[src/rtl/keep_alive_pkg.sv]
// constants, status codes and carrier types of the keep-alive watchdog
// Summary of operation
// - the controller declares a keep-alive timeout when neither a keep-alive nor a valid set-timeout command arrives within the configured interval.
// - on expiry the controller emits an error log entry with the expired status code and sets its fatal flag to one.
// - only a keep-alive command or a valid set-timeout command restarts the timeout period; every other command leaves the count alone.
// - a timeout value of zero or above the transport maximum completes with the keep-alive-invalid status.
// - a timeout value below the transport or implementation minimum is rounded up to that minimum.
// - the granularity of the timer is reported as an identification field.
// - a keep-alive command is acted on in the very cycle it is accepted, with no queueing.
// - on a transport that cannot detect connection loss the watchdog is always enabled.
// - on a PCIe-attached controller keep-alive is optional and the transport imposes no bounds.
package keep_alive_pkg;

    // clock and timer granularity
    localparam int unsigned CLK_PERIOD_NS  = 20;
    localparam int unsigned GRAN_MS        = 100;
    localparam int unsigned GRAN_CYCLES    = GRAN_MS * 1000000 / CLK_PERIOD_NS;
    localparam logic [31:0] GRAN_MS_W      = 32'(GRAN_MS);

    // timeout bounds in milliseconds
    localparam logic [31:0] IMPL_MIN_MS    = 32'(GRAN_MS);
    localparam logic [31:0] FAB_MIN_MS     = 32'h0000_03e8;
    localparam logic [31:0] FAB_MAX_MS     = 32'h0001_d4c0;
    localparam logic [31:0] FAB_DEFAULT_MS = 32'h0000_2710;
    localparam logic [31:0] PCIE_MAX_MS    = 32'hffff_ffff;
    localparam logic [31:0] ZERO_MS        = 32'h0000_0000;

    // completion and log status codes, values arbitrary
    localparam logic [7:0]  ST_SUCCESS     = 8'h00;
    localparam logic [7:0]  ST_KA_INVALID  = 8'h01;
    localparam logic [7:0]  ST_KA_EXPIRED  = 8'h02;

    // watchdog states
    typedef enum logic [2:0] {
        ST_IDLE    = 3'b001,
        ST_RUN     = 3'b010,
        ST_EXPIRED = 3'b100
    } wd_state_e;

    // command observed on the admin queue
    typedef struct packed {
        logic        keep_alive;
        logic        set_timeout;
        logic [31:0] timeout_ms;
    } cmd_s;

    // completion of a keep-alive or set-timeout command
    typedef struct packed {
        logic [7:0]  status;
        logic [31:0] timeout_ms;
    } rsp_s;

    // error log entry
    typedef struct packed {
        logic [7:0]  status;
    } log_s;

endpackage : keep_alive_pkg

[src/rtl/ka_tick_divider.sv]
// granularity tick divider for the keep-alive timer
`timescale 1ns/1ns
module ka_tick_divider #(
    parameter int unsigned CYCLES = 5000000
) (
    input  wire logic ref_clk,
    input  wire logic reset_n,
    input  wire logic clear,
    output logic      tick
);
    localparam logic [31:0] LAST = 32'(CYCLES - 1);

    logic [31:0] count_q;
    logic [31:0] count_d;

    // one-cycle enable each granularity period; clear restarts the phase
    always_comb begin
        tick    = (count_q == LAST);
        count_d = count_q + 32'h0000_0001;
        if (clear || tick) begin
            count_d = 32'h0000_0000;
        end
    end

    always_ff @(posedge ref_clk) begin
        if (!reset_n) begin
            count_q <= 32'h0000_0000;
        end else begin
            count_q <= count_d;
        end
    end

endmodule : ka_tick_divider

[src/rtl/keep_alive_watchdog.sv]
// keep-alive watchdog: timeout check, validation of timeout values, fatal flag
`timescale 1ns/1ns
module keep_alive_watchdog #(
    parameter bit          TRANSPORT_PCIE = 1'b0,
    parameter int unsigned TICK_CYCLES    = keep_alive_pkg::GRAN_CYCLES
) (
    input  wire logic                 ref_clk,
    input  wire logic                 reset_n,
    input  wire logic                 cmd_valid,
    input  wire keep_alive_pkg::cmd_s cmd,
    output logic                      cmd_ready,
    output logic                      rsp_valid,
    output keep_alive_pkg::rsp_s      rsp,
    input  wire logic                 rsp_ready,
    output logic                      log_valid,
    output keep_alive_pkg::log_s      log_entry,
    output logic                      controller_fatal_flag,
    output logic                      watchdog_enabled,
    output logic [31:0]               timeout_ms,
    output logic [31:0]               timer_granularity_ms
);
    import keep_alive_pkg::*;

    // transport bounds; the implementation minimum always applies
    localparam logic [31:0] MAX_MS   = TRANSPORT_PCIE ? PCIE_MAX_MS : FAB_MAX_MS;
    localparam logic [31:0] MIN_MS   = (TRANSPORT_PCIE || (FAB_MIN_MS < IMPL_MIN_MS)) ? IMPL_MIN_MS : FAB_MIN_MS;
    localparam logic [31:0] RST_MS   = TRANSPORT_PCIE ? ZERO_MS : FAB_DEFAULT_MS;
    localparam wd_state_e   RST_ST   = TRANSPORT_PCIE ? ST_IDLE : ST_RUN;

    wd_state_e   state_q,   state_d;
    logic [31:0] kato_q,    kato_d;
    logic [31:0] elapsed_q, elapsed_d;
    logic        fatal_q,   fatal_d;
    logic        log_q,     log_d;
    logic        rsp_v_q,   rsp_v_d;
    rsp_s        rsp_q,     rsp_d;
    logic [31:0] gran_q;

    logic        accept;
    logic        ka_req;
    logic        set_req;
    logic        set_bad;
    logic        set_ok;
    logic [31:0] set_val;
    logic        expire;
    logic        restart;
    logic        tick;
    logic [32:0] elapsed_sum;

    // a new command waits only while an unread completion is pending
    assign cmd_ready = !rsp_v_q || rsp_ready;

    // command decode and timeout validation
    always_comb begin
        accept  = cmd_valid && cmd_ready;
        ka_req  = accept && cmd.keep_alive;
        set_req = accept && cmd.set_timeout;
        set_bad = (cmd.timeout_ms == ZERO_MS) || (cmd.timeout_ms > MAX_MS);
        set_ok  = set_req && !set_bad;
        set_val = (cmd.timeout_ms < MIN_MS) ? MIN_MS : cmd.timeout_ms;
    end

    // expiry check and elapsed time in granularity steps
    always_comb begin
        expire      = (state_q == ST_RUN) && (elapsed_q >= kato_q);
        elapsed_sum = {1'b0, elapsed_q} + {1'b0, GRAN_MS_W};
        restart     = ((state_q != ST_EXPIRED) && set_ok) || ((state_q == ST_RUN) && ka_req);
    end

    // granularity ticks; phase restarts with the timer so no partial step is counted
    ka_tick_divider #(
        .CYCLES (TICK_CYCLES)
    ) u_tick (
        .ref_clk (ref_clk),
        .reset_n (reset_n),
        .clear   (restart),
        .tick    (tick)
    );

    // watchdog state, timeout value and fatal flag
    always_comb begin
        state_d   = state_q;
        kato_d    = kato_q;
        elapsed_d = elapsed_q;
        fatal_d   = fatal_q;
        log_d     = 1'b0;
        case (state_q)
            ST_IDLE: begin
                if (set_ok) begin
                    state_d   = ST_RUN;
                    kato_d    = set_val;
                    elapsed_d = ZERO_MS;
                end
            end
            ST_RUN: begin
                if (expire) begin
                    // expiry wins over a keep-alive in the same cycle: the deadline already passed
                    state_d = ST_EXPIRED;
                    fatal_d = 1'b1;
                    log_d   = 1'b1;
                end else if (set_ok) begin
                    kato_d    = set_val;
                    elapsed_d = ZERO_MS;
                end else if (ka_req) begin
                    elapsed_d = ZERO_MS;
                end else if (tick) begin
                    elapsed_d = elapsed_sum[32] ? 32'hffff_ffff : elapsed_sum[31:0];
                end
            end
            ST_EXPIRED: begin
                // fatal until reset; a new value is kept but does not rearm
                if (set_ok) begin
                    kato_d = set_val;
                end
            end
            default: begin
                state_d = ST_EXPIRED;
                fatal_d = 1'b1;
            end
        endcase
    end

    always_ff @(posedge ref_clk) begin
        if (!reset_n) begin
            state_q   <= RST_ST;
            kato_q    <= RST_MS;
            elapsed_q <= 32'h0000_0000;
            fatal_q   <= 1'b0;
            log_q     <= 1'b0;
        end else begin
            state_q   <= state_d;
            kato_q    <= kato_d;
            elapsed_q <= elapsed_d;
            fatal_q   <= fatal_d;
            log_q     <= log_d;
        end
    end

    // completion for keep-alive and set-timeout; held until taken
    always_comb begin
        rsp_v_d = rsp_v_q;
        rsp_d   = rsp_q;
        if (ka_req || set_req) begin
            rsp_v_d          = 1'b1;
            rsp_d.status     = (set_req && set_bad) ? ST_KA_INVALID : ST_SUCCESS;
            rsp_d.timeout_ms = set_ok ? set_val : kato_q;
        end else if (rsp_ready) begin
            rsp_v_d = 1'b0;
        end
    end

    always_ff @(posedge ref_clk) begin
        if (!reset_n) begin
            rsp_v_q <= 1'b0;
            rsp_q   <= '0;
            gran_q  <= 32'h0000_0000;
        end else begin
            rsp_v_q <= rsp_v_d;
            rsp_q   <= rsp_d;
            gran_q  <= GRAN_MS_W;
        end
    end

    assign rsp_valid             = rsp_v_q;
    assign rsp                   = rsp_q;
    assign log_valid             = log_q;
    assign log_entry.status      = log_q ? ST_KA_EXPIRED : ST_SUCCESS;
    assign controller_fatal_flag = fatal_q;
    assign watchdog_enabled      = (state_q != ST_IDLE);
    assign timeout_ms            = kato_q;
    assign timer_granularity_ms  = gran_q;
endmodule : keep_alive_watchdog

[config.mk]
export PLATFORM = sky130hd
export DESIGN_NAME = keep_alive_watchdog
export DESIGN_NICKNAME = d
export VERILOG_FILES = /design/src/rtl/keep_alive_pkg.sv /design/src/rtl/ka_tick_divider.sv /design/src/rtl/keep_alive_watchdog.sv
export SDC_FILE = /design/constraint.sdc
export NUM_CORES = 1
export LEC_CHECK = 0
export BUFFER_PORTS_ARGS = -buffer_cell sky130_fd_sc_hd__buf_4
export CAP_MARGIN = 10
export CELL_PAD_IN_SITES_DETAIL_PLACEMENT = 0
export CELL_PAD_IN_SITES_GLOBAL_PLACEMENT = 1
export CORE_MARGIN = 5
export CORE_UTILIZATION = 40
export DETAILED_ROUTE_END_ITERATION = 8
export PLACE_DENSITY_LB_ADDON = 0.1
export SKIP_LAST_GASP = 1
export SYNTH_ARGS = -nofsm -noshare
export SYNTH_HDL_FRONTEND = slang
export SYNTH_SLANG_ARGS = --single-unit
[constraint.sdc]
create_clock -name ref_clk -period 3.7 [get_ports ref_clk]
set_input_delay 0.37 -clock ref_clk [delete_from_list [all_inputs] [get_ports ref_clk]]
set_output_delay 0.37 -clock ref_clk [all_outputs]
set_load 0.02 [all_outputs]
==> results.md, run 1 <==
- Die height: 144 µm
- Vias/cell: approximately 5.4
- Fraction of registers with async set/reset: 0%
- Setup tns final: 0 ns
- CTS Buf Count: 17
- Sequential cell area fraction in the yosys report: between 30 and 40%
- Clk_lat worst skew: about 0.42 ns
- Slowest CP cell: a211o_1
- Commonest cells after routing, fill and taps aside: dfxtp_1, buf_4, nand2_1
- Largest net degree at the start of global routing: a little under 70
- Critical Path AT: between 3 and 4 ns
- Gr ovfl total: 0
- Status: finished, final reports clean
- Met1 usage: 28.1%
- Area growth syn-to-layout: 20.7%
- Maximum vdd ir drop: 0.000328 V
- Synth Warn #: 0
- Max-cap viol count: 0
- Worst Hold Path EP: timeout_ms[12]$_SDFFE_PN0P_
- 1st-iter DRT viols: ~510
- Global-route wire length before repair: 33000 µm
- PortBufs: 110
- PD cells: 440 nW/µm²
- Worst endpoint required time: about 4 ns
- H-tree Lvls: 4
- Netlist cell types: 61
- Avg WL per Cell: 17.2 µm
- Worst hold start: cmd[12]
- Reg clk slew, reported paths: roughly 0.060 ns
- Post-Route WL: around 21000 µm
- Max Freq: around 320 MHz
- Post-synthesis cell count: 882
- Placed Cells: 1187
- Number of synthesized flops with an enable pin: 0
- CTS Root Cell: clkbuf_16
- Final net count: between 1000 and 1500
- Vias: 6585
- Layout Skew: around 0.0079 ns
- # rows: around 50
- Setup Fix Bufs, Post-CTS: 0
- Post-synth top area cell: dfxtp_1
- Final Util: 48.6%
- Maximum clock insertion buffer count: 2
- Drt first pass iters: 5
- WS Path Type: reg -> reg
- Crit path capture type: flip-flop
- Synth Area per Inst: about 8.1 µm²
- Predominant post-synthesis flop cell: dfxtp_1
- Hold/Removal Path Class: in -> reg
- # diodes: 0
- Final setup viols: 0
- Final total power: about 3.8 mW
- Yosys reg bits: around 130
- Post-synthesis cell area: approximately 7000 µm²
- RSZ-0062 raised after global routing: no
- FF-to-FF Start: timeout_ms[23]$_SDFFE_PN0P_
- Cts-stage hold buffer count: 0
- Tightest Pin Transition: 0.910 ns
- Core footprint: 17800 µm²
- Worst Setup Start Kind: flip-flop
- Post-synth top area share: 37.1%
- Leak Pwr: around 3.5 nW
- M3 GR Usage: under 10%
- Die ar.: slightly above 20000 µm²
- R2r setup slk: around 0.57 ns
- # IOs: between 150 and 200
- Worst-case reg-to-reg path depth: 10
- Die Width: about 140 µm
- Worst reg2reg endpoint: elapsed_q[14]$_SDFFE_PN0P_
- Hold WS: between 0.2 and 0.25 ns
- Antenna-violating nets left: 0
- Final cell count without fillers: about 1200
- Clk sink count: 133
- Detailed Place HPWL: between 15000 and 20000 µm
- Max Slew Vio Count: 0
- Vias in the first global route: slightly above 6000
- Post-CTS Resized: 0
- Global Route Usage Sum: roughly 20%
- Final Hold Fails: 0
- Met2 Use GR: a little under a third
- DR DRC count: 0
- Antenna violations before repair: 0
- Largest cells by area after synthesis: dfxtp_1, ha_1, buf_4, a21oi_1, nand2_1
- Hold Path Stages: 3
- CTS tree: yes
- Layout cells sized above 1: between 10% and 20%
- Critical path's largest stage delay: 0.67 ns
- Crit-path cells: inv_1, ha_1, a211oi_1, o21ai_0, o221ai_1, o2111ai_1, a211o_1, buf_4, nor4b_1, o221a_1
- CP max FO: 24
- Slew headroom: between 30% and 40%
- Fin crit period: between 3 and 4 ns
- Placer Congestion: between 0.8 and 0.9
- Crit share post-route: between 80% and 90%
- Fill count: 1773
- Initial Util: between 40% and 50%
- Top Usage Layer GRT: met2
sequential cells by signal, indices dropped and copies added, names as in the netlist:
register	flops
rsp	33
timeout_ms	32
u_tick.count_q	32
elapsed_q	31
controller_fatal_flag	1
log_valid	1
rsp_valid	1
state_q	1
timer_granularity_ms	1
power breakdown:
group	switching, mW	leakage, nW	internal (mW)
sequential	0.0377	1.08	1.47
combinational	0.358	2.10	0.180
clock	0.690	0.297	1.08
final cells by class:
class / instances / area (µm²) / area share (%)
sequential: 133 / 2660 / 30.7
multi-input combinational: 650 / 3950 / 45.5
clock buffer: 17 / 425 / 4.91
inverter: 42 / 158 / 1.82
tap: 229 / 287 / 3.31
clock inverter: 15 / 191 / 2.21
timing repair buffer: 133 / 998 / 11.5
worst max-delay path, delay by kind of cell (launching register included):
family / cells / cell delay (ns)
flops: 1 / 0.35
buf+inv: 2 / 0.39
compound gates: 6 / 1.69
fa+ha+maj: 1 / 0.33
simple gates: 1 / 0.31
worst max path at each step:
stage,from,end,cells after the start
global route,timeout_ms[23]$_SDFFE_PN0P_,elapsed_q[14]$_SDFFE_PN0P_,10
detailed placement,timeout_ms[23]$_SDFFE_PN0P_,elapsed_q[14]$_SDFFE_PN0P_,10
finish,timeout_ms[23]$_SDFFE_PN0P_,elapsed_q[14]$_SDFFE_PN0P_,10
global placement,timeout_ms[23]$_SDFFE_PN0P_,elapsed_q[14]$_SDFFE_PN0P_,10
CTS,timeout_ms[23]$_SDFFE_PN0P_,elapsed_q[14]$_SDFFE_PN0P_,10
floorplan,timeout_ms[23]$_SDFFE_PN0P_,elapsed_q[10]$_SDFFE_PN0P_,10
logic make-up (layout without fill, tap and decap cells):
family / after synthesis / after routing / synth area share, %
AND/OR/NAND/NOR: 346 / 346 / 23.9
other: 2 / 44 / 0.105
buffers and inverters: 141 / 207 / 10.5
AO/OA/AOI/OAI: 192 / 192 / 18.3
XOR/XNOR: 30 / 30 / 3.66
adder cells (fa/ha/maj): 34 / 34 / 5.92
multiplexers: 4 / 4 / 0.558
flip-flops: 133 / 133 / 37.1
per-layer routing:
layer | vias up | part of all wire [%]
met2 | 196 | 45
met1 | 3087 | 47
li1 | 3282 | -
met4 | 0 | 1.2
met3 | 20 | 6.4
met5 | - | 0
through the flow:
stage	instance area, µm²	worst slack (ns)
after CTS	8670	0.562
after global routing	8670	0.331
after global placement	8050	0.599
after detailed placement	8050	0.572
after floorplan	7340	0.983
final	8670	0.567
cell usage after synthesis, types with 19 or more instances:
library cell / number
nand2_1: 79
xor2_1: 22
o21ai_0: 25
ha_1: 34
nor4_1: 19
inv_1: 41
nand3_1: 52
a21oi_1: 66
nor3_1: 41
nor2_1: 74
buf_4: 50
dfxtp_1: 133
clkbuf_1: 30
No activity file was read; power rests on OpenSTA's default activity.
==> run 2: changes to the inputs <==
==> constraint.sdc (replaced) <==
create_clock -name ref_clk -period 3.2 [get_ports ref_clk]
set_input_delay 0.32 -clock ref_clk [delete_from_list [all_inputs] [get_ports ref_clk]]
set_output_delay 0.32 -clock ref_clk [all_outputs]
set_load 0.02 [all_outputs]
==> run 2 against run 1 <==
Power rose by 14%; cell count increased by 0.74%; via count is essentially flat; core utilization increased by 0.36 points; critical path type unchanged.
==> results.md, run 2 (synthesis results as in run 1) <==
- Comb power frac: ~15%
- Commonest cells after routing, fill and taps aside: buf_4, dfxtp_1, nand2_1
- Crit path capture type: flip-flop
- Avg WL per Cell: approximately 17 µm
- Setup tns final: 0 ns
- M3 GR Usage: between 3 and 4%
- Gr ovfl total: 0
- Die height: ~140 µm
- Fin worst setup slack: between 0.2 and 0.3 ns
- Detailed Place HPWL: between 15000 and 20000 µm
- Status: finished, final reports clean
- # IOs: around 160
- Cts-stage hold buffer count: 0
- Design area: 8730 µm²
- # rows: 49
- Worst reg2reg endpoint: elapsed_q[0]$_SDFFE_PN0P_
- Leak Pwr: ~3.5 nW
- Vias in the first global route: roughly 6200
- PD cells: approximately 500 nW/µm²
- Clk sink count: 133
- Final Util: 49.0%
- RSZ-0062 raised after global routing: no
- Commonest non-fill, non-tap cell in the layout: buf_4
- Worst Setup Start Kind: flip-flop
- Placer Congestion: between 0.8 and 0.9
- Final Hold Fails: 0
- Fin crit period: just under 3 ns
- Core footprint: about 18000 µm²
- Crit share post-route: between 90% and 100%
- Layout cells sized above 1: approximately a fifth
- Met2 Use GR: a little under a third
- Vias: ~6600
- Largest net degree at the start of global routing: 69
- Setup Slack @ Placement: ~0.23 ns
- CTS tree: yes
- Final net count: about 1100
- Global Route Usage Sum: around 20%
- Sw Share: between 20% and 30%
- Top Usage Layer GRT: met2
- Max-cap viol count: 0
- Hold WS: 0.198 ns
- Hold Path Stages: 3
- Antenna violations before repair: 0
- Setup Fix Bufs, Post-CTS: 0
- Critical Path AT: ~3.3 ns
- Reg clk slew, reported paths: 0.06 ns
- Worst-case reg-to-reg path depth: 10
- Vias/cell: about 5.4
- Drt first pass iters: 5
- Final setup viols: 0
- Worst Hold Path EP: timeout_ms[14]$_SDFFE_PN0P_
- R2r setup slk: about 0.26 ns
- Tightest Pin Transition: roughly 0.88 ns
- Area growth syn-to-layout: 21.6%
- 1st-iter DRT viols: 432
- H-tree Lvls: 4
- Pint: between 3 and 4 mW
- P_sw: between 1 and 1.5 mW
- Post-CTS Resized: 0
- Slew headroom: roughly two fifths
- FF-to-FF Start: timeout_ms[11]$_SDFFE_PN0P_
- # diodes: 0
- Max Slew Vio Count: 0
- Die Width: 144 µm
- Die ar.: between 20000 and 25000 µm²
- Met1 usage: roughly 28%
- Dpl cell area: about 8100 µm²
- CTS Buf Count: 17
- Flop pwr share: 39.9%
- Initial Util: 40.3%
- Max Freq: approximately 340 MHz
- Worst hold start: cmd[14]
- Post-Route WL: a little over 20000 µm
- CTS Root Cell: clkbuf_16
- Hold/Removal Path Class: in -> reg
- Global-route wire length before repair: roughly 33000 µm
- Antenna-violating nets left: 0
- Maximum vdd ir drop: approximately 0.00036 V
- Worst endpoint required time: 3.53 ns
- Placed Cells: 1196
- Final cell count without fillers: 1228
- Clk_lat worst skew: 0.42 ns
- Final total power: approximately 4.4 mW
- Maximum clock insertion buffer count: 2
- Clock network fraction of total power: ~46%
- Max FFs per register: 33
- DR DRC count: 0
- Layout Skew: roughly 0.011 ns
- CP max FO: 6
- WS Path Type: reg -> reg
- PortBufs: 110
[run 2: power groups by stage]
stage               Combinational, mW  Clock [mW]  Sequential [mW]
finish                          0.638        1.98             1.74
global route                    0.699        2.12             1.74
CTS                             0.638        2.03             1.74
detailed placement              0.636           0             1.77
global placement                0.641           0             1.77
floorplan                       0.425           0             1.80
[run 2: final cells by class]
cell class,instances,area (µm²)
Timing Repair Buffer,142,1070
Tap cell,229,287
Inverter,42,158
Clock inverter,14,165
Clock buffer,18,439
Fill cell,1777,9110
Sequential cell,133,2660
Multi-Input combinational cell,650,3950
[run 2: worst max-delay path by stage]
stage	cells after the start	startpoint	to
final	10	timeout_ms[11]$_SDFFE_PN0P_	elapsed_q[0]$_SDFFE_PN0P_
after global placement	10	timeout_ms[23]$_SDFFE_PN0P_	elapsed_q[0]$_SDFFE_PN0P_
after detailed placement	10	timeout_ms[23]$_SDFFE_PN0P_	elapsed_q[0]$_SDFFE_PN0P_
after global routing	10	timeout_ms[23]$_SDFFE_PN0P_	elapsed_q[0]$_SDFFE_PN0P_
after floorplan	10	timeout_ms[23]$_SDFFE_PN0P_	elapsed_q[10]$_SDFFE_PN0P_
after CTS	10	timeout_ms[23]$_SDFFE_PN0P_	elapsed_q[0]$_SDFFE_PN0P_
[run 2: routing by layer]
metal | part of all wire [%] | vias to the layer above
met5 | 0 | -
met3 | 6.3 | 33
li1 | - | 3305
met1 | 47 | 3047
met2 | 44 | 204
met4 | 1.9 | 0
[run 2: worst max-delay path, stage by stage (launching register included)]
cell and delay (ns):
dfxtp_1 0.43, inv_1 0.07, ha_1 0.33, a211oi_1 0.24
o21ai_0 0.14, a21oi_1 0.12, o21ai_0 0.26, a211o_1 0.43
buf_4 0.20, or4_1 0.50, a21oi_1 0.15
